**config.mk**
```make
export PLATFORM = sky130hd
export DESIGN_NAME = emtrk_top
export DESIGN_NICKNAME = d
export VERILOG_FILES = /design/src/design/emtrk_pkg.sv /design/src/design/emtrk_dpram.sv /design/src/design/emtrk_top.sv
export SDC_FILE = /design/constraint.sdc
export NUM_CORES = 1
export LEC_CHECK = 0
export ABC_AREA = 1
export BUFFER_PORTS_ARGS = -buffer_cell sky130_fd_sc_hd__buf_4
export CAP_MARGIN = 20
export CORE_ASPECT_RATIO = 0.7
export CORE_MARGIN = 10
export CORE_UTILIZATION = 52
export CTS_BUF_LIST = sky130_fd_sc_hd__clkbuf_2 sky130_fd_sc_hd__clkbuf_4 sky130_fd_sc_hd__clkbuf_8
export CTS_CLUSTER_SIZE = 25
export DETAILED_ROUTE_END_ITERATION = 6
export PLACE_DENSITY = 0.7
export SLEW_MARGIN = 10
export SYNTH_ARGS = -nofsm -noshare
export SYNTH_HDL_FRONTEND = slang
export SYNTH_SLANG_ARGS = --single-unit
```
**constraint.sdc**
```tcl
create_clock -name REF_CLK -period 25.8 [get_ports REF_CLK]
set_clock_uncertainty 0.2 [all_clocks]
set_input_delay 2.58 -clock REF_CLK [delete_from_list [all_inputs] [get_ports REF_CLK]]
set_output_delay 2.58 -clock REF_CLK [all_outputs]
set_load 0.1 [all_outputs]
```
**src/design/emtrk_pkg.sv**
```systemverilog
/*
 * Shared constants and types for the eight-port PCM slot interface.
 * Assumes a 40 MHz card clock, 32 eight-bit slots per backplane frame and
 * codecs that use the first eight bit times of a 256-bit codec frame.
 */
package emtrk_pkg;

    // ************************************************************
    // Sizes
    // ************************************************************
    localparam int PORTS    = 8;
    localparam int SAMPLE_W = 8;
    localparam int SLOT_W   = 5;
    localparam int BIT_W    = 3;
    localparam int PORT_W   = 3;
    localparam int MEM_AW   = 4;
    localparam int SCAN_W   = 4;
    localparam int CB_W     = 8;
    localparam int ASYNC_W  = 4 + 3 * PORTS;
    // Detector leads idle high; their sync stages reset high so release flags no change
    localparam logic [ASYNC_W-1:0] SYNC_IDLE = {4'h0, {PORTS{1'b0}}, {(2 * PORTS){1'b1}}};

    // ************************************************************
    // Codec clock synthesis: phase accumulator at twice the codec rate
    // ************************************************************
    localparam int              REF_CLK_KHZ   = 40000;
    localparam int              CODEC_CLK_KHZ = 2048;
    localparam int              ACC_W         = 16;
    localparam logic [ACC_W-1:0] ACC_MOD      = ACC_W'(REF_CLK_KHZ);
    localparam logic [ACC_W-1:0] ACC_STEP     = ACC_W'(2 * CODEC_CLK_KHZ);

    // ************************************************************
    // Frame positions and buffer layout
    // ************************************************************
    localparam logic [CB_W-1:0]   CODEC_FIRST_BIT = 8'h00;
    localparam logic [CB_W-1:0]   CODEC_LAST_BIT  = 8'h07;
    localparam logic [CB_W-1:0]   CODEC_LOAD_BIT  = 8'hF0;
    localparam logic [CB_W-1:0]   CODEC_IDX_RST   = 8'hFF;
    localparam logic [BIT_W-1:0]  BUS_FIRST_BIT   = 3'h0;
    localparam logic [BIT_W-1:0]  BUS_READ_BIT    = 3'h3;
    localparam logic [BIT_W-1:0]  BUS_LAST_BIT    = 3'h7;
    localparam logic [SCAN_W-1:0] SCAN_LOAD_END   = 4'h8;
    localparam logic [PORT_W-1:0] SCAN_LAST       = 3'h7;
    localparam logic              MEM_TX_BANK     = 1'b0;
    localparam logic              MEM_RX_BANK     = 1'b1;

    typedef enum logic [1:0] {CPH_IDLE, CPH_LOAD, CPH_STORE} emtrk_cphase_type;
    typedef enum logic       {BPH_IDLE, BPH_WRITE}           emtrk_bphase_type;

endpackage : emtrk_pkg

```
**src/design/emtrk_dpram.sv**
```systemverilog
/*
 * Dual-ported sample buffer: bank 0 holds samples heading for the bus,
 * bank 1 holds samples heading for the codecs.
 * Assumes both ports are on the card clock; read data are registered.
 */
`timescale 1ns/1ps
module emtrk_dpram (
    // Clock
    input  wire logic                          clk,
    // Backplane-side port
    input  wire logic                          a_we,
    input  wire logic [emtrk_pkg::MEM_AW-1:0]   a_addr,
    input  wire logic [emtrk_pkg::SAMPLE_W-1:0] a_wdata,
    output logic      [emtrk_pkg::SAMPLE_W-1:0] a_rdata,
    // Codec-side port
    input  wire logic                          b_we,
    input  wire logic [emtrk_pkg::MEM_AW-1:0]   b_addr,
    input  wire logic [emtrk_pkg::SAMPLE_W-1:0] b_wdata,
    output logic      [emtrk_pkg::SAMPLE_W-1:0] b_rdata
);
    import emtrk_pkg::*;

    logic [SAMPLE_W-1:0] mem [2**MEM_AW];

    // The two sides write disjoint banks in normal use; a clash favours the codec side
    always_ff @(posedge clk) begin
        if (a_we) begin
            mem[a_addr] <= a_wdata;
        end
        if (b_we) begin
            mem[b_addr] <= b_wdata;
        end
        a_rdata <= mem[a_addr];
        b_rdata <= mem[b_addr];
    end

endmodule : emtrk_dpram

```
**src/design/emtrk_top.sv**
```systemverilog
/*
 * Digital side of an eight-port voice trunk card: PCM slot transmit and
 * listen on two backplane buses, codec serial ports, and per-port
 * signaling relay and detector handling.
 * Assumes the backplane bit clock, frame sync, data and the detector
 * leads are asynchronous to REF_CLK and slow against it (under 4 MHz).
 */
`timescale 1ns/1ps
module emtrk_top (
    // Clock and reset
    input  wire logic                                   REF_CLK,
    input  wire logic                                   RST_N,
    // Card configuration
    input  wire logic [emtrk_pkg::SLOT_W-1:0]            CARD_BASE_SLOT,
    input  wire logic                                   MU_LAW_SEL,
    input  wire logic                                   TRUNK_SIDE,
    // Per-port settings
    input  wire logic [emtrk_pkg::PORTS-1:0]             LISTEN_BUS,
    input  wire logic [emtrk_pkg::PORTS*emtrk_pkg::SLOT_W-1:0] LISTEN_SLOT,
    input  wire logic [emtrk_pkg::PORTS-1:0]             TX_BUS,
    input  wire logic [emtrk_pkg::PORTS-1:0]             RELAY_CTRL,
    // PCM backplane
    input  wire logic                                   PCM_BCLK,
    input  wire logic                                   PCM_FSYNC,
    input  wire logic                                   PCM0_DIN,
    input  wire logic                                   PCM1_DIN,
    output logic                                        PCM0_DOUT,
    output logic                                        PCM0_OE_N,
    output logic                                        PCM1_DOUT,
    output logic                                        PCM1_OE_N,
    // Codecs
    output logic                                        CODEC_CLK,
    output logic                                        CODEC_FS,
    output logic                                        CODEC_MU_LAW,
    output logic      [emtrk_pkg::PORTS-1:0]             CODEC_DOUT,
    input  wire logic [emtrk_pkg::PORTS-1:0]             CODEC_DIN,
    // Signaling
    input  wire logic [emtrk_pkg::PORTS-1:0]             DET_E_N,
    input  wire logic [emtrk_pkg::PORTS-1:0]             DET_M_N,
    output logic      [emtrk_pkg::PORTS-1:0]             PORT_SIGNAL_RELAY_M,
    output logic      [emtrk_pkg::PORTS-1:0]             PORT_SIGNAL_RELAY_E,
    output logic      [emtrk_pkg::PORTS-1:0]             FAR_END_N,
    input  wire logic                                   STATUS_POLL,
    output logic                                        STATUS_VALID,
    output logic      [emtrk_pkg::PORTS-1:0]             STATUS_CHANGE
);
    import emtrk_pkg::*;

    // ************************************************************
    // Reset release and pin synchronisers
    // ************************************************************
    logic               rst_q1_reg, rst_n;
    logic [ASYNC_W-1:0] sync1_reg, sync2_reg;
    logic               bclk_s, fsync_s, d0_s, d1_s;
    logic [PORTS-1:0]   cdin_s, det_e_s, det_m_s;

    always_ff @(posedge REF_CLK or negedge RST_N) begin
        if (!RST_N) begin
            rst_q1_reg <= 1'b0;
            rst_n      <= 1'b0;
        end else begin
            rst_q1_reg <= 1'b1;
            rst_n      <= rst_q1_reg;
        end
    end

    always_ff @(posedge REF_CLK or negedge rst_n) begin
        if (!rst_n) begin
            sync1_reg <= SYNC_IDLE;
            sync2_reg <= SYNC_IDLE;
        end else begin
            sync1_reg <= {PCM_BCLK, PCM_FSYNC, PCM0_DIN, PCM1_DIN, CODEC_DIN, DET_E_N, DET_M_N};
            sync2_reg <= sync1_reg;
        end
    end
    assign {bclk_s, fsync_s, d0_s, d1_s, cdin_s, det_e_s, det_m_s} = sync2_reg;

    // ************************************************************
    // Sample buffer
    // ************************************************************
    logic                a_we, b_we;
    logic [MEM_AW-1:0]   a_addr, b_addr;
    logic [SAMPLE_W-1:0] a_wdata, b_wdata, a_rdata, b_rdata;

    emtrk_dpram u_buf (
        .clk     (REF_CLK),
        .a_we    (a_we),
        .a_addr  (a_addr),
        .a_wdata (a_wdata),
        .a_rdata (a_rdata),
        .b_we    (b_we),
        .b_addr  (b_addr),
        .b_wdata (b_wdata),
        .b_rdata (b_rdata)
    );

    // ************************************************************
    // Backplane side: slot timing, transmit, listen capture
    // ************************************************************
    logic [BIT_W-1:0]    bit_reg, bit_next;
    logic [SLOT_W-1:0]   slot_reg, slot_next, cap_slot_reg, cap_slot_next, pref_off;
    logic [SAMPLE_W-1:0] rx0_reg, rx0_next, rx1_reg, rx1_next, cap0_reg, cap0_next;
    logic [SAMPLE_W-1:0] cap1_reg, cap1_next, txsh_reg, txsh_next, txw_reg, txw_next;
    logic                bprev_reg, rdpend_reg, rdpend_next, hit_reg, hit_next;
    logic                txbus_reg, txbus_next, dout_next, oe0_next, oe1_next;
    logic [PORT_W-1:0]   bscan_reg, bscan_next;
    emtrk_bphase_type    bph_reg, bph_next;
    logic                b_rise, b_fall;

    assign b_rise   = bclk_s & ~bprev_reg;
    assign b_fall   = ~bclk_s & bprev_reg;
    assign pref_off = SLOT_W'(slot_reg + 1'b1 - CARD_BASE_SLOT);

    always_comb begin
        {bit_next, slot_next, cap_slot_next} = {bit_reg, slot_reg, cap_slot_reg};
        {rx0_next, rx1_next, cap0_next, cap1_next} = {rx0_reg, rx1_reg, cap0_reg, cap1_reg};
        {txsh_next, hit_next, txbus_next, bscan_next} = {txsh_reg, hit_reg, txbus_reg, bscan_reg};
        txw_next    = rdpend_reg ? a_rdata : txw_reg;
        rdpend_next = 1'b0;
        dout_next   = PCM0_DOUT;
        oe0_next    = PCM0_OE_N;
        oe1_next    = PCM1_OE_N;
        bph_next    = bph_reg;
        a_we        = 1'b0;
        a_addr      = {MEM_TX_BANK, pref_off[PORT_W-1:0]};
        a_wdata     = cap0_reg;
        if (b_rise) begin
            if (fsync_s) begin
                {slot_next, bit_next} = '0;
            end else begin
                {slot_next, bit_next} = (SLOT_W+BIT_W)'({slot_reg, bit_reg} + 1'b1);
            end
            if (bit_next == BUS_FIRST_BIT) begin
                txsh_next = txw_reg;
                oe0_next  = ~(hit_reg & ~txbus_reg);
                oe1_next  = ~(hit_reg & txbus_reg);
            end else begin
                txsh_next = txsh_reg << 1;
            end
            dout_next = txsh_next[SAMPLE_W-1];
        end
        if (b_fall) begin
            rx0_next = {rx0_reg[SAMPLE_W-2:0], d0_s};
            rx1_next = {rx1_reg[SAMPLE_W-2:0], d1_s};
            if (bit_reg == BUS_READ_BIT) begin
                rdpend_next = 1'b1;
                hit_next    = (pref_off < SLOT_W'(PORTS));
                txbus_next  = TX_BUS[pref_off[PORT_W-1:0]];
            end
            if (bit_reg == BUS_LAST_BIT) begin
                cap0_next     = rx0_next;
                cap1_next     = rx1_next;
                cap_slot_next = slot_reg;
                bscan_next    = '0;
                bph_next      = BPH_WRITE;
            end
        end
        case (bph_reg)
            BPH_IDLE: begin
            end
            BPH_WRITE: begin
                // One port per cycle, so several ports may share one source
                a_we       = (LISTEN_SLOT[bscan_reg*SLOT_W +: SLOT_W] == cap_slot_reg);
                a_addr     = {MEM_RX_BANK, bscan_reg};
                a_wdata    = LISTEN_BUS[bscan_reg] ? cap1_reg : cap0_reg;
                bscan_next = bscan_reg + 1'b1;
                if (bscan_reg == SCAN_LAST) begin
                    bph_next = BPH_IDLE;
                end
            end
            default: bph_next = BPH_IDLE;
        endcase
    end

    always_ff @(posedge REF_CLK or negedge rst_n) begin
        if (!rst_n) begin
            {bit_reg, slot_reg, cap_slot_reg, bscan_reg} <= '0;
            {rx0_reg, rx1_reg, cap0_reg, cap1_reg, txsh_reg, txw_reg} <= '0;
            {bprev_reg, rdpend_reg, hit_reg, txbus_reg} <= '0;
            PCM0_DOUT <= 1'b0;
            PCM1_DOUT <= 1'b0;
            PCM0_OE_N <= 1'b1;
            PCM1_OE_N <= 1'b1;
            bph_reg   <= BPH_IDLE;
        end else begin
            {bit_reg, slot_reg, cap_slot_reg, bscan_reg} <=
                {bit_next, slot_next, cap_slot_next, bscan_next};
            {rx0_reg, rx1_reg, cap0_reg, cap1_reg, txsh_reg, txw_reg} <=
                {rx0_next, rx1_next, cap0_next, cap1_next, txsh_next, txw_next};
            {bprev_reg, rdpend_reg, hit_reg, txbus_reg} <= {bclk_s, rdpend_next, hit_next, txbus_next};
            PCM0_DOUT <= dout_next;
            PCM1_DOUT <= dout_next;
            PCM0_OE_N <= oe0_next;
            PCM1_OE_N <= oe1_next;
            bph_reg   <= bph_next;
        end
    end

    // ************************************************************
    // Codec side: 2.048 MHz clock, frame sync, serial shifting
    // ************************************************************
    logic [ACC_W-1:0]    acc_reg, acc_next, acc_sum;
    logic [CB_W-1:0]     idx_reg, idx_next;
    logic [SCAN_W-1:0]   cscan_reg, cscan_next;
    logic [SAMPLE_W-1:0] cout_reg [PORTS];
    logic [SAMPLE_W-1:0] cout_next [PORTS];
    logic [SAMPLE_W-1:0] cin_reg [PORTS];
    logic [SAMPLE_W-1:0] cin_next [PORTS];
    logic [PORTS-1:0]    cdout_next;
    logic                tick, cclk_next, cfs_next;
    emtrk_cphase_type    cph_reg, cph_next;

    assign acc_sum = ACC_W'(acc_reg + ACC_STEP);
    // Fractional divider: edges jitter by one REF_CLK period around 4.096 MHz
    assign tick    = (acc_sum >= ACC_MOD);

    always_comb begin
        acc_next   = tick ? ACC_W'(acc_sum - ACC_MOD) : acc_sum;
        cclk_next  = CODEC_CLK ^ tick;
        idx_next   = idx_reg;
        cfs_next   = CODEC_FS;
        cdout_next = CODEC_DOUT;
        cout_next  = cout_reg;
        cin_next   = cin_reg;
        cscan_next = cscan_reg;
        cph_next   = cph_reg;
        b_we       = 1'b0;
        b_addr     = {MEM_RX_BANK, cscan_reg[PORT_W-1:0]};
        b_wdata    = cin_reg[cscan_reg[PORT_W-1:0]];
        if (tick && !CODEC_CLK) begin
            idx_next = idx_reg + 1'b1;
            cfs_next = (idx_next == CODEC_FIRST_BIT);
            for (int p = 0; p < PORTS; p++) begin
                if (idx_next <= CODEC_LAST_BIT) begin
                    cdout_next[p] = cout_reg[p][SAMPLE_W-1];
                    cout_next[p]  = cout_reg[p] << 1;
                end
            end
            if (idx_next == CODEC_LOAD_BIT) begin
                cscan_next = '0;
                cph_next   = CPH_LOAD;
            end
        end
        if (tick && CODEC_CLK && idx_reg <= CODEC_LAST_BIT) begin
            for (int p = 0; p < PORTS; p++) begin
                cin_next[p] = {cin_reg[p][SAMPLE_W-2:0], cdin_s[p]};
            end
            if (idx_reg == CODEC_LAST_BIT) begin
                cscan_next = '0;
                cph_next   = CPH_STORE;
            end
        end
        case (cph_reg)
            CPH_IDLE: begin
            end
            CPH_LOAD: begin
                // Read data lag the address by one cycle, hence nine steps
                if (cscan_reg != '0) begin
                    cout_next[cscan_reg[PORT_W-1:0] - 1'b1] = b_rdata;
                end
                cscan_next = cscan_reg + 1'b1;
                if (cscan_reg == SCAN_LOAD_END) begin
                    cph_next = CPH_IDLE;
                end
            end
            CPH_STORE: begin
                b_we       = 1'b1;
                b_addr     = {MEM_TX_BANK, cscan_reg[PORT_W-1:0]};
                cscan_next = cscan_reg + 1'b1;
                if (cscan_reg[PORT_W-1:0] == SCAN_LAST) begin
                    cph_next = CPH_IDLE;
                end
            end
            default: cph_next = CPH_IDLE;
        endcase
    end

    always_ff @(posedge REF_CLK or negedge rst_n) begin
        if (!rst_n) begin
            acc_reg      <= '0;
            idx_reg      <= CODEC_IDX_RST;
            cscan_reg    <= '0;
            cph_reg      <= CPH_IDLE;
            CODEC_CLK    <= 1'b0;
            CODEC_FS     <= 1'b0;
            CODEC_DOUT   <= '0;
            CODEC_MU_LAW <= 1'b0;
            for (int p = 0; p < PORTS; p++) begin
                cout_reg[p] <= '0;
                cin_reg[p]  <= '0;
            end
        end else begin
            acc_reg      <= acc_next;
            idx_reg      <= idx_next;
            cscan_reg    <= cscan_next;
            cph_reg      <= cph_next;
            CODEC_CLK    <= cclk_next;
            CODEC_FS     <= cfs_next;
            CODEC_DOUT   <= cdout_next;
            CODEC_MU_LAW <= MU_LAW_SEL;
            cout_reg     <= cout_next;
            cin_reg      <= cin_next;
        end
    end

    // ************************************************************
    // Signaling: relays, detectors, change reporting
    // ************************************************************
    // Voice samples above never touch these leads
    logic [PORTS-1:0] det_sel, chg, pend_reg, pend_next;

    assign det_sel = TRUNK_SIDE ? det_e_s : det_m_s;
    assign chg     = det_sel ^ FAR_END_N;

    // A change landing in the poll cycle stays pending for the next poll
    always_comb begin
        pend_next = (STATUS_POLL ? '0 : pend_reg) | chg;
    end

    always_ff @(posedge REF_CLK or negedge rst_n) begin
        if (!rst_n) begin
            pend_reg            <= '0;
            FAR_END_N           <= '1;
            PORT_SIGNAL_RELAY_M <= '0;
            PORT_SIGNAL_RELAY_E <= '0;
            STATUS_VALID        <= 1'b0;
            STATUS_CHANGE       <= '0;
        end else begin
            pend_reg            <= pend_next;
            FAR_END_N           <= det_sel;
            PORT_SIGNAL_RELAY_M <= RELAY_CTRL & {PORTS{TRUNK_SIDE}};
            PORT_SIGNAL_RELAY_E <= RELAY_CTRL & {PORTS{~TRUNK_SIDE}};
            STATUS_VALID        <= STATUS_POLL;
            STATUS_CHANGE       <= STATUS_POLL ? pend_reg : STATUS_CHANGE;
        end
    end

    // ************************************************************
    // Assertions
    // ************************************************************
    AST_ONE_BUS: assert property (@(posedge REF_CLK) disable iff (!rst_n)
        PCM0_OE_N || PCM1_OE_N) else $error("both PCM buses driven");
    AST_OWN_SLOT: assert property (@(posedge REF_CLK) disable iff (!rst_n)
        (!PCM0_OE_N || !PCM1_OE_N) |-> (SLOT_W'(slot_reg - CARD_BASE_SLOT) < SLOT_W'(PORTS)))
        else $error("PCM bus driven outside card slots");
    AST_RELAY: assert property (@(posedge REF_CLK) disable iff (!rst_n)
        1'b1 |=> (PORT_SIGNAL_RELAY_M == ($past(RELAY_CTRL) & {PORTS{$past(TRUNK_SIDE)}})))
        else $error("M relay does not follow control on trunk side");
    AST_DET_SEL: assert property (@(posedge REF_CLK) disable iff (!rst_n)
        1'b1 |=> (FAR_END_N == ($past(TRUNK_SIDE) ? $past(det_e_s) : $past(det_m_s))))
        else $error("wrong detector lead reported");
    AST_CHG_KEPT: assert property (@(posedge REF_CLK) disable iff (!rst_n)
        (|chg) |=> ((pend_reg & $past(chg)) == $past(chg))) else $error("change event lost");
    AST_POLL: assert property (@(posedge REF_CLK) disable iff (!rst_n)
        STATUS_POLL |=> (STATUS_VALID && STATUS_CHANGE == $past(pend_reg)))
        else $error("poll answer wrong");
    AST_CODEC_RATE: assert property (@(posedge REF_CLK) disable iff (!rst_n)
        tick |=> (!tick)[*8] ##[1:2] tick) else $error("codec clock edge spacing off");
    AST_LISTEN_SCAN: assert property (@(posedge REF_CLK) disable iff (!rst_n)
        (b_fall && bit_reg == BUS_LAST_BIT) |=> (bph_reg == BPH_WRITE) ##8 (bph_reg == BPH_IDLE))
        else $error("listen scan length wrong");

endmodule : emtrk_top

```
-- After elaboration in Yosys (flattened, before gate mapping)
Memory sizes are Yosys's and may differ from the RTL's. A register that Yosys moved wholly into a read port is not among the register bits.
Cells that the tools add are included.
- output and inout bits: 48
- memories: 1
- word-level logic and storage cells: 176
- input port bits: 102
- bits in registers: 337
- memory bits (writable): 128
- $lt $le $gt $ge: 9
- $add $sub $neg: 9
- eq/ne operators: 10
- reduce and logical (&&, ||, !) cells: 17
- multiplexer cells: 59
- shifts and indexed selects: 1
- bitwise logic cells: 17
- multipliers: 1
- memory list (memory ; words ; bits a word ; read ports ; clocked after Yosys merged registers in ; wr ports ; line ; text):
    u_buf.mem ; 16 ; 8 ; 2 ; 2 ; 2 ; emtrk_dpram.sv:23 ; logic [SAMPLE_W-1:0] mem [2**MEM_AW];
- operators by type and width (cell ; number):
    $mux W64 ; 3
    $mux W8 ; 16
    $bwmux W64 ; 1
    $shiftx A40 B7 Y5 ; 1
    $mux W4 ; 7
    $bmux W8 S3 ; 1
    $demux W8 S3 ; 1
    $add A16 B13 Y16 const B ; 1
    $add A8 B1 Y8 const B ; 2
    $and A8 B8 Y8 ; 2
    $ge A16 B16 Y1 const B ; 1
    $le A8 B3 Y1 const B ; 2
    $mux W16 ; 1
    $sub A16 B16 Y16 const B ; 1
    $mux W3 ; 5
    $mux W1 ; 14
    $mux W2 ; 6
    $reduce_and A2 Y1 ; 5
    $eq A3 B3 Y1 const B ; 3
    $eq A8 B3 Y1 const B ; 1
    $eq A8 B8 Y1 const B ; 1
    $ge A4 B4 Y1 const B ; 2
    $logic_not A8 Y1 ; 1
    $lt A3 B4 Y1 const B ; 2
    other kinds (29) ; 43

-- Longest topological paths before layout
Gate-level depths: netlist (run 1).
- depth in word-level cells: 9
- depth in mapped cells: 16
- mapped depth without buffers: 15

-- Hierarchy
A second synthesis (run 1) with hierarchy kept.
- cell total of the unflattened synthesis: 2977
- area, all modules: 23453.7 um^2
- modules (own cells, without submodules) (module ; area an instance (um^2) ; cells each ; sequential area each (um^2) ; instances):
    emtrk_top ; 14836.7 ; 1711 ; 8345.5 ; 1
    emtrk_dpram ; 8617.0 ; 1266 ; 4164.0 ; 1

-- Worst setup path before layout (run 1)
OpenSTA, ideal clock, no wires.
- kind: input-to-reg
- start: input port CARD_BASE_SLOT[1] in the netlist's numbering
- end: memory u_buf.mem[12][0], enable pin
- data required time: 25.230 ns
- arrival time: 4.283 ns
- buffers on the path: 1
- stages on the path: 11
- slack: 20.946 ns
- setup time: 0.370 ns
- cell sequence: ha_1 -> inv_1 -> ha_1 -> nand2_1 -> nand2_2 -> inv_2 -> nand2_2 -> inv_2 -> buf_2 -> nand2_1 -> nor2_1
- RTL lines (item ; line ; text):
    from (decl) ; emtrk_top.sv:14 ; input wire logic [emtrk_pkg::SLOT_W-1:0] CARD_BASE_SLOT,
    to (decl) ; emtrk_dpram.sv:23 ;

==> metrics, run 1 <==
Final GP Congestion 0.924; crit path max fanout 34; # hold bufs at CTS 0; H-tree Lvls 3; final setup violating endpoints 0; Yosys top cell area share 0.312; multiplexer share of the synthesized area 0.0170; Max-cap violations 0; Core Area 42600 um^2; Async S/R FF share, synth 0.697; Clk Latency, worst-skew pair 0.64 ns; largest net degree at the start of global routing 189; period utilization 0.189; Max clock buf depth 3; I/O pin total 150; die area 52200 um^2; CP arrival roughly 5 ns; Crit-path slowest cell nor2_4; CP Cell Sequence buf_4 > ha_1 > inv_1 > ha_1 > nand2_1 > nand2_2 > inv_2 > nor2_4 > nand2_1 > nor2_1; First-pass DRT Iterations 6; Slew @ Worst Pin 1.09 ns; XOR/XNOR Fraction of Synth Area 0.00621; Top FF cell, synth dfrtp_1; post-cts resize count 0; Critical Path Source Type input port; Filler cells approximately 3700; P per Cell Area between 60 and 70 nW/um^2; Worst path top cell family by delay simple AND/OR/NAND/NOR gates; Die Wd 269 um; Yosys warnings 0; # clock sinks 475; Achievable Freq 205 MHz; DRC Markers 0; placed cell area ~24000 um^2; CTS tree done; GR Util met1 0.306; main combinational cell family by area after synthesis simple AND/OR/NAND/NOR gates; sequential area share after synthesis 0.555; Die Span Y 194 um; FP Rows between 60 and 70; Critical path buffers and inverters 3; Final Core Density 0.597; Synth area leader dfrtp_1; met3 GRT Util 0.0412; critical path capture point type register; relative slew slack 0.270; class of the worst hold path register to register; GRT Overall Usage 0.210; antenna violations before repair 0; Via density 5.36; status complete, no violations; grt total ovfl 0; Synth cell types 51; Buffers on Ports 149; Post-Syn Nets 2706; Post-Synth Simple-Gate Area 0.206; flop and latch count out of synthesis 475; Crit Path Class input port to register; nets@finish between 2000 and 3000; initial core utilization 0.530; RSZ-0062 raised after global routing no; min cycle time layout 4.89 ns; Max Slew Vio Count 0; Post-Synth Adder-Cell Area 0.0170; busiest grt layer met2; Mapped Cells 2574; WP data required about 26 ns; detailed-route via count 17700; vias in the first global route 16800; 1st-iter DRT viols 1809; Slowest Stage Delay on Critical Path 0.69 ns; Reg clk slew, reported paths around 0.060 ns; M2 GR Usage 0.312; Final Hold Viols 0; post-DR wirelength/cell 16.8 um; post-synthesis compound-gate area fraction 0.109; setup bufs post-CTS 0; Leakage about 12 nW; layout cells sized above 1 0.161; number of synthesized flops with an enable pin 128; first-pass GRT wire length 89.2 mm; ANT cells 0; number of flip-flops in the largest register 128; mapped cell area 22600 um^2; P&R area growth vs syn 12.7%; Setup TNS 0 ns; VDD IR-drop max around 0.047 mV; Synth area leaders dfrtp_1 (31%), edfxtp_1 (17%), nand2_1 (11%); Routed WL 55.2 mm; HPWL after detailed placement ~36 mm; antenna viol nets, final 0; CTS buffer count between 70 and 80; average cell area after synthesis 8.76 um^2; design area between 20000 and 30000 um^2; CTS root buf clkbuf_8
-- placed cells by master, fill, tap and decap left out, types with 88 or more instances in the layout --
cell type / instances
inv_1: 337
buf_4: 165
nand2_1: 674
nand4_1: 91
nor2_1: 156
edfxtp_1: 128
dfrtp_1: 279
clkbuf_8: 88
nand3_1: 120
o21ai_0: 275
-- path summary, 6_finish.rpt --
| check | startpoint | slack [ns] | depth (start not counted) | to |
|---|---|---|---|---|
| max in group asynchronous | rst_n | 23.48 | 1 | cscan_reg[0] |
| worst min-delay path | sync1_reg[7] | 0.15 | 0 | sync2_reg[7] |
| worst min register to register | sync1_reg[7] | 0.15 | 0 | sync2_reg[7] |
| worst max-delay path | CARD_BASE_SLOT[1] | 20.91 | 10 | u_buf.mem[11][7] |
| worst max register to register | cscan_reg[0] | 21.80 | 7 | u_buf.mem[2][7] |
| min in group asynchronous | rst_n | 0.29 | 0 | PCM1_DOUT |
-- worst register-to-register path: cells and delay by family, from the launching register on --
kind	cells	cell delay, ns
DFF	1	0.38
and+or+nand+nor	1	0.82
buffers and inverters	4	1.79
AOI/OAI and AO/OA	1	0.22
adders and majority gates	1	0.30
-- metal layers --
layer | share of wire | vias to the layer above
met5 | 0 | -
met3 | 0.080 | 72
met2 | 0.44 | 667
li1 | - | 8558
met4 | 0.017 | 0
met1 | 0.46 | 8378
-- cell families after synthesis --
family                     count (synthesis)
and+or+nand+nor                         1091
buffers and inverters                    486
DFF                                      475
AOI/OAI and AO/OA                        441
muxes                                     34
adders and majority gates                 30
xor gates and xnor gates                  16
other                                      1
-- cells in the mapped netlist (3+ instances only) --
master      n
mux2_2     34
a22oi_1    14
or2_1       4
o21ai_4     7
nand4_1    91
nand2_1   675
buf_1       7
nand2_2    12
buf_6      11
o21ai_1    19
nand3b_1    5
a31oi_1     3
nor2_1    156
inv_1     337
edfxtp_1  128
dfrtp_1   281
or2_2       4
a31oi_2     8
nor2_2      8
ha_1       29
nor2_4      3
nand3_1   120
dfstp_2    50
clkinv_1    5
buf_4      13
o22ai_1    24
inv_2      10
buf_2      46
xor2_1     10
a21oi_1    72
xnor2_1     6
dfxtp_1    16
clkbuf_1   54
o21a_1      9
nor3_1      6
o21ai_0   275
-- final cells by class --
class                           instances  area (um^2)  share of cell area
Tap cell                              552          691              0.0272
Clock inverter                         21          168             0.00659
Sequential cell                       475        12500               0.492
Timing Repair Buffer                  166         1260              0.0495
Clock buffer                          115         1410              0.0556
Multi-Input combinational cell       1613         8040               0.316
Inverter                              354         1330              0.0525
-- where the power goes --
part	internal [mW]	total [mW]	switching, mW
sequential	0.804	0.826	0.0223
clock	0.371	0.668	0.297
combinational	0.0520	0.174	0.122
total	1.23	1.67	0.441
-- through the flow --
step	power [mW]	setup slack, ns	hold slack, ns	instances
after detailed placement	1.02	20.29	0.135	3160
after global routing	1.74	20.73	0.150	3296
after CTS	1.69	20.98	0.147	3296
after floorplan	0.965	15.78	0.131	2574
after global placement	1.01	20.37	0.132	3160
final	1.67	20.91	0.146	3296
(Power assumes the default switching activity.)
==> run 2, diff against run 1 <==
Settings changed: PLACE_DENSITY 0.7 to 0.73.
Clock period 25.8 ns to 4.3 ns, I/O delays scaled along.
==> run 2 against run 1 <==
Against the previous run: register-to-register slack lost 21 ns; setup slack lost 20 ns; wire length grew 0.54%; flip-flop and latch count is the same; die area is the same; clock power grew to 6.1 times the previous value; sequential share of layout area shrank 1.2 points; count of clock-buffer cells in the layout grew 9; core utilization grew 1.5 points; final cell count grew 1.6%; combinational power grew to 6.4 times the previous value; largest power group unchanged.
==> metrics, run 2 (synthesis gave the netlist of run 1 again) <==
P&R area growth vs syn 15.5% (was 12.7%); Leakage 12.5 nW (was 12.2 nW); Max clock buf depth 3 (unchanged); status complete, no violations (unchanged); post-cts resize count 0 (unchanged); Final Core Density 0.612 (was 0.597); CTS root buf clkbuf_8 (unchanged); CP arrival 3.45 ns (was 4.94 ns); Slew @ Worst Pin 1.07 ns (was 1.09 ns); Worst Setup Slack, final 0.877 ns (was 20.91 ns); Hold Worst Slack 0.0434 ns (was 0.146 ns); post-DR wirelength/cell 16.6 um (was 16.8 um); CTS buffer count 75 (unchanged); most frequent cells in the layout nand2_1 (674), inv_1 (337), dfrtp_1 (279) (unchanged); Max-cap violations 0 (unchanged); GRT Overall Usage 0.210 (about the same); Final GP Congestion 0.896 (was 0.924); die area 52200 um^2 (unchanged); Buffers on Ports 149 (unchanged); commonest non-fill, non-tap cell in the layout nand2_1 (unchanged); detailed-route via count 18000 (was 17700); Routed WL 55.5 mm (was 55.2 mm); Critical Path Source Type register (was input port); final setup violating endpoints 0 (unchanged); relative slew slack 0.284 (was 0.270); crit path max fanout 18 (was 34); RSZ-0062 raised after global routing no (unchanged); VDD IR-drop max 0.269 mV (was 0.0474 mV); vias in the first global route 17600 (was 16800); antenna viol nets, final 0 (unchanged); Max Slew Vio Count 0 (unchanged); placed cell area 24000 um^2 (was 23800 um^2); First-pass DRT Iterations 6 (unchanged); Via density 5.38 (was 5.36); I/O pin total 150 (unchanged); Crit Path Class register to register (was input port to register); dpl ws 0.909 ns (was 20.29 ns); antenna violations before repair 1 (was 0); min cycle time layout about 3.4 ns; class of the worst hold path input port to register (was register to register); largest net degree at the start of global routing 93 (was 189); Final Hold Viols 0 (unchanged); DRC Markers 0 (unchanged); initial core utilization 0.530 (unchanged); Die Span Y 194 um (unchanged); 1st-iter DRT viols 1810 (was 1809); # clock sinks 475 (unchanged); Core Area 42600 um^2 (unchanged); Reg clk slew, reported paths 0.06 ns (about the same); Achievable Freq between 200 and 300 MHz; WP data required 4.33 ns (was 25.86 ns); design area 26000 um^2 (was 25400 um^2); Setup TNS 0 ns (unchanged); Die Wd 269 um (unchanged); P per Cell Area 390 nW/um^2 (was 65.6 nW/um^2); layout cells sized above 1 0.162 (was 0.161); FP Rows 63 (unchanged); critical path capture point type register (unchanged); first-pass GRT wire length 90.3 mm (was 89.2 mm); area occupied by multi-input gates 8040 um^2 (about the same); nets@finish 2874 (was 2817); Register Area 12500 um^2 (unchanged); Filler cells 3587 (was 3748); H-tree Lvls 3 (unchanged); HPWL after detailed placement 35.8 mm (was 36.2 mm); grt total ovfl 0 (unchanged); period utilization 0.796; CTS tree done (unchanged); Clk Latency, worst-skew pair 0.63 ns (was 0.64 ns); number of flip-flops in the largest register 128 (unchanged); ANT cells 0 (unchanged)
run 2: changes by cell type in the layout (fill, tap and decap cells not counted), moves of 2 or more:
cell / previous run / this run
clkinv_2: 6 / 2
clkbuf_8: 88 / 95
buf_12: 1 / 5
clkinvlp_4: 3 / 0
dlygate4sd3_1: 0 / 48
buf_4: 165 / 170
clkinv_1: 13 / 7
clkbuf_4: 27 / 29
run 2: layer usage:
metal	routed length, um	share of wire	vias up	GRT usage
li1	-	-	8670	-
met1	24400	0.44	8503	0.295
met2	25000	0.45	725	0.320
met3	4730	0.085	120	0.0455
met4	1320	0.024	2	0.0662
met5	13	0.00023	-	0
run 2: worst paths after layout:
| check | cells after the start | from | slack (ns) | to |
|---|---|---|---|---|
| max | 8 | bscan_reg[1] | 0.88 | u_buf.mem[13][0] |
| min | 5 | TX_BUS[5] | 0.04 | txbus_reg |
| max reg2reg | 8 | bscan_reg[1] | 0.88 | u_buf.mem[13][0] |
| min reg2reg | 0 | sync1_reg[21] | 0.15 | sync2_reg[21] |
| max in group asynchronous | 1 | rst_n | 2.67 | idx_reg[2] |
| min in group asynchronous | 0 | rst_n | 0.24 | PCM1_DOUT |
run 2: report_power, final:
part	total [mW]	internal (mW)	switching, mW
combinational	1.11	0.350	0.761
clock	4.10	2.35	1.76
sequential	4.95	4.82	0.124
run 2: what timing repair did:
action / 4_1_cts / 5_1_grt
buffers inserted: 0 / 0
setup endpoints to repair: 0 / 0
hold endpoints to repair: 64 / 0
hold buffers: 48 / 0
run 2: critical path: stages (launching register included):
cell and delay (ns):
dfrtp_1 0.73, clkinv_1 0.44, nand3_1 0.19, nand3_1 0.11, nand3_1 0.10, nand2_1 0.05
nor2_1 0.13, nand3_1 0.36, nor2_1 0.73
run 2: area by class of cell:
type	instances	area share
clock buffers	124	0.0586
inverters	354	0.0512
flip-flops and latches	475	0.480
clock inverters	7	0.00331
repair buffers	223	0.0713
well taps	552	0.0265
multi-input cells	1613	0.309
run 2: stage by stage:
stage	instances	total power, mW
2_1_floorplan	2574	5.79
3_3_place_gp	3169	6.07
3_5_place_dp	3169	6.10
4_1_cts	3348	10.2
5_1_grt	3348	10.6
6_report	3348	10.2
==> run 3, diff against run 2 <==
Settings changed: ABC_AREA 1 to 0, PLACE_DENSITY 0.73 to 0.7.
Clock period 4.3 ns to 3.35 ns, I/O delays scaled along.
==> run 3 against run 2 <==
Against the previous run: wire length decreased by 13%; cell area decreased by 3.1%; via count decreased by 22%; non-clock buffer count increased by 35; combinational power increased by 78%; critical endpoint is now u_buf.a_rdata[4]; largest cell class unchanged.
==> metrics, run 3 <==
min cycle time layout 3.05 ns (was 3.42 ns); Max clock buf depth 3 (unchanged); Logic pwr share 0.147 (was 0.109); crit path max fanout 34 (was 18); post-cts resize count 0 (unchanged); final setup violating endpoints 0 (unchanged); critical path capture point type register (unchanged); Sw Pwr 3.54 mW (was 2.64 mW); RSZ-0062 raised after global routing no (unchanged); count leader, synth nand2_1 (unchanged); P per Cell Area 534 nW/um^2 (was 390 nW/um^2); P&R area growth vs syn 18.2% (was 15.5%); R2R setup slack 0.30 ns (was 0.88 ns); internal power 9.93 mW (was 7.52 mW); R2R Path Start slot_reg[1] (was bscan_reg[1]); # hold bufs at CTS 47 (was 48); CTS buffer count 73 (was 75); Post-synth top cells nand2_1 (379), dfrtp_1 (281), edfxtp_1 (128) (was nand2_1 (675), inv_1 (337), dfrtp_1 (281)); switching share of power 0.263 (was 0.260); I/O pin total 150 (unchanged); Buffers on Ports 149 (unchanged); Tot Pwr 13.5 mW (was 10.2 mW); number of synthesized flops with an enable pin 128 (unchanged); layout cells sized above 1 0.278 (was 0.162); Max-cap violations 0 (unchanged); Core Area 40100 um^2 (was 42600 um^2); H-tree Lvls 3 (unchanged); flop and latch count out of synthesis 475 (unchanged); Worst Setup Slack, final 0.300 ns (was 0.877 ns); CTS tree done (unchanged); Die Span Y 189 um (was 194 um); FP Rows 61 (was 63); die area 49700 um^2 (was 52200 um^2); period utilization 0.910 (was 0.796); initial core utilization 0.532 (was 0.530); Reg clk slew, reported paths 0.07 ns (was 0.06 ns); Hold Crit Start TX_BUS[7] (was TX_BUS[5]); terminus of the critical flop-to-flop path u_buf.a_rdata[4] (was u_buf.mem[13][0]); Final Hold Viols 0 (unchanged); dpl ws 0.338 ns (was 0.909 ns); design area 25200 um^2 (was 26000 um^2); vias in the first global route 14200 (was 17600); VDD IR-drop max 0.333 mV (was 0.269 mV); number of flip-flops in the largest register 128 (unchanged); Max Slew Vio Count 0 (unchanged); Leakage 11.6 nW (was 12.5 nW); worst r2r path cells 10 (was 8); Sequential Power Share 0.480 (was 0.487); end of the worst hold path txbus_reg (unchanged); CTS root buf clkbuf_8 (unchanged); antenna viol nets, final 0 (unchanged); placed cell area 23200 um^2 (was 24000 um^2); grt total ovfl 0 (unchanged); sequential area share after synthesis 0.586 (was 0.555); status complete, no violations (unchanged); Die Wd 262 um (was 269 um); Clk pwr share 0.373 (was 0.404); # clock sinks 475 (unchanged); Achievable Freq 328 MHz (was 292 MHz); class of the worst hold path input port to register (unchanged); Async S/R FF share, synth 0.697 (unchanged); CP arrival 3.31 ns (was 3.45 ns); Top FF cell, synth dfrtp_1 (unchanged); Synth cell types 57 (was 51); most frequent cells in the layout nand2_1 (378), dfrtp_1 (278), buf_4 (202) (was nand2_1 (674), inv_1 (337), dfrtp_1 (279)); commonest non-fill, non-tap cell in the layout nand2_1 (unchanged); mapped cell area 21300 um^2 (was 22600 um^2); DRC Markers 0 (unchanged); antenna violations before repair 1 (unchanged); Yosys top cell area share 0.330 (was 0.312); Critical Path Source slot_reg[1] (was bscan_reg[1]); Slew @ Worst Pin 0.912 ns (was 1.07 ns); average cell area after synthesis 12.1 um^2 (was 8.76 um^2); largest net degree at the start of global routing 73 (was 93); WHS Path Cells 4 (was 5); Critical Path Source Type register (unchanged); HPWL after detailed placement 33.0 mm (was 35.8 mm); Via density 5.43 (was 5.38); First-pass DRT Iterations 5 (was 6); first-pass GRT wire length 77.5 mm (was 90.3 mm); Synth area leaders dfrtp_1 (33%), edfxtp_1 (18%), mux4_2 (9.3%) (was dfrtp_1 (31%), edfxtp_1 (17%), nand2_1 (11%)); Final Core Density 0.628 (was 0.612); WP data required 3.61 ns (was 4.33 ns); relative slew slack 0.392 (was 0.284); 1st-iter DRT viols 1348 (was 1810); Filler cells 3157 (was 3587); detailed-route via count 14000 (was 18000); Crit Path Class register to register (unchanged); Clk Latency, worst-skew pair 0.64 ns (was 0.63 ns); setup bufs post-CTS 0 (unchanged); ANT cells 0 (unchanged); Routed WL 48.5 mm (was 55.5 mm); Synth area leader dfrtp_1 (unchanged); Final GP Congestion 0.850 (was 0.896); Yosys warnings 0 (unchanged); Mapped Cells 1768 (was 2574); nets@finish 2123 (was 2874); GRT Overall Usage 0.196 (was 0.210); post-DR wirelength/cell 18.8 um (was 16.6 um); Post-Syn Nets 1900 (was 2706)
[run 3: routing by layer]
metal  global-route usage  vias up  part of all wire
met5                    0        -           0.00014
met4               0.0553        2             0.019
met3               0.0465       77             0.084
met2                0.288      450              0.44
met1                0.285     6918              0.46
li1                     -     6590                 -
[run 3: through the flow]
step,instances,hold WS [ns],TNS [ns]
2_1_floorplan,1768,-0.161,-28.12
3_3_place_gp,2404,-0.0818,0
3_5_place_dp,2404,-0.0800,0
4_1_cts,2585,0.0590,0
5_1_grt,2585,0.131,0
6_report,2585,0.0951,0
[run 3: cell families (layout without fill, tap and decap cells)]
family | after synthesis | after routing | synth area share
other | 1 | 1 | 0.000176
and+or+nand+nor | 589 | 589 | 0.115
AOI/OAI and AO/OA | 183 | 183 | 0.0513
adders and majority gates | 30 | 30 | 0.0179
xor gates and xnor gates | 38 | 38 | 0.0159
buffers and inverters | 216 | 498 | 0.0420
muxes | 236 | 236 | 0.171
DFF | 475 | 475 | 0.586
[run 3: layout make-up]
| class | instances | area (um^2) | area share |
|---|---|---|---|
| Inverter | 106 | 398 | 0.0158 |
| Sequential cell | 475 | 12500 | 0.496 |
| Tap cell | 535 | 669 | 0.0265 |
| Clock buffer | 117 | 1440 | 0.0569 |
| Timing Repair Buffer | 258 | 2170 | 0.0859 |
| Multi-Input combinational cell | 1077 | 7940 | 0.315 |
| Clock inverter | 17 | 108 | 0.00426 |
[run 3: how the worst max path moves through the flow]
stage,end,slack [ns],cells past startpoint
global route,cout_reg[14],0.15,11
finish,u_buf.a_rdata[4],0.30,10
CTS,u_buf.a_rdata[4],0.32,10
detailed placement,u_buf.a_rdata[4],0.34,10
floorplan,CODEC_CLK,-0.10,0
global placement,u_buf.a_rdata[4],0.34,10
[run 3: power by group through the flow]
stage	registers, mW	logic [mW]	clock network, mW
2_1_floorplan	6.89	1.10	0
3_3_place_gp	6.57	1.91	0
3_5_place_dp	6.58	1.94	0
4_1_cts	6.48	1.99	5.13
5_1_grt	6.51	2.11	5.42
6_report	6.47	1.98	5.03
[run 3: critical path: stages (launching register included)]
cell and delay, ns:
dfrtp_1 0.40, inv_1 0.10, ha_1 0.28, inv_1 0.04, ha_1 0.35, mux2i_4 0.19, buf_12 0.26, mux4_2 0.38
nor2b_1 0.15, a211oi_1 0.39, a21oi_1 0.14
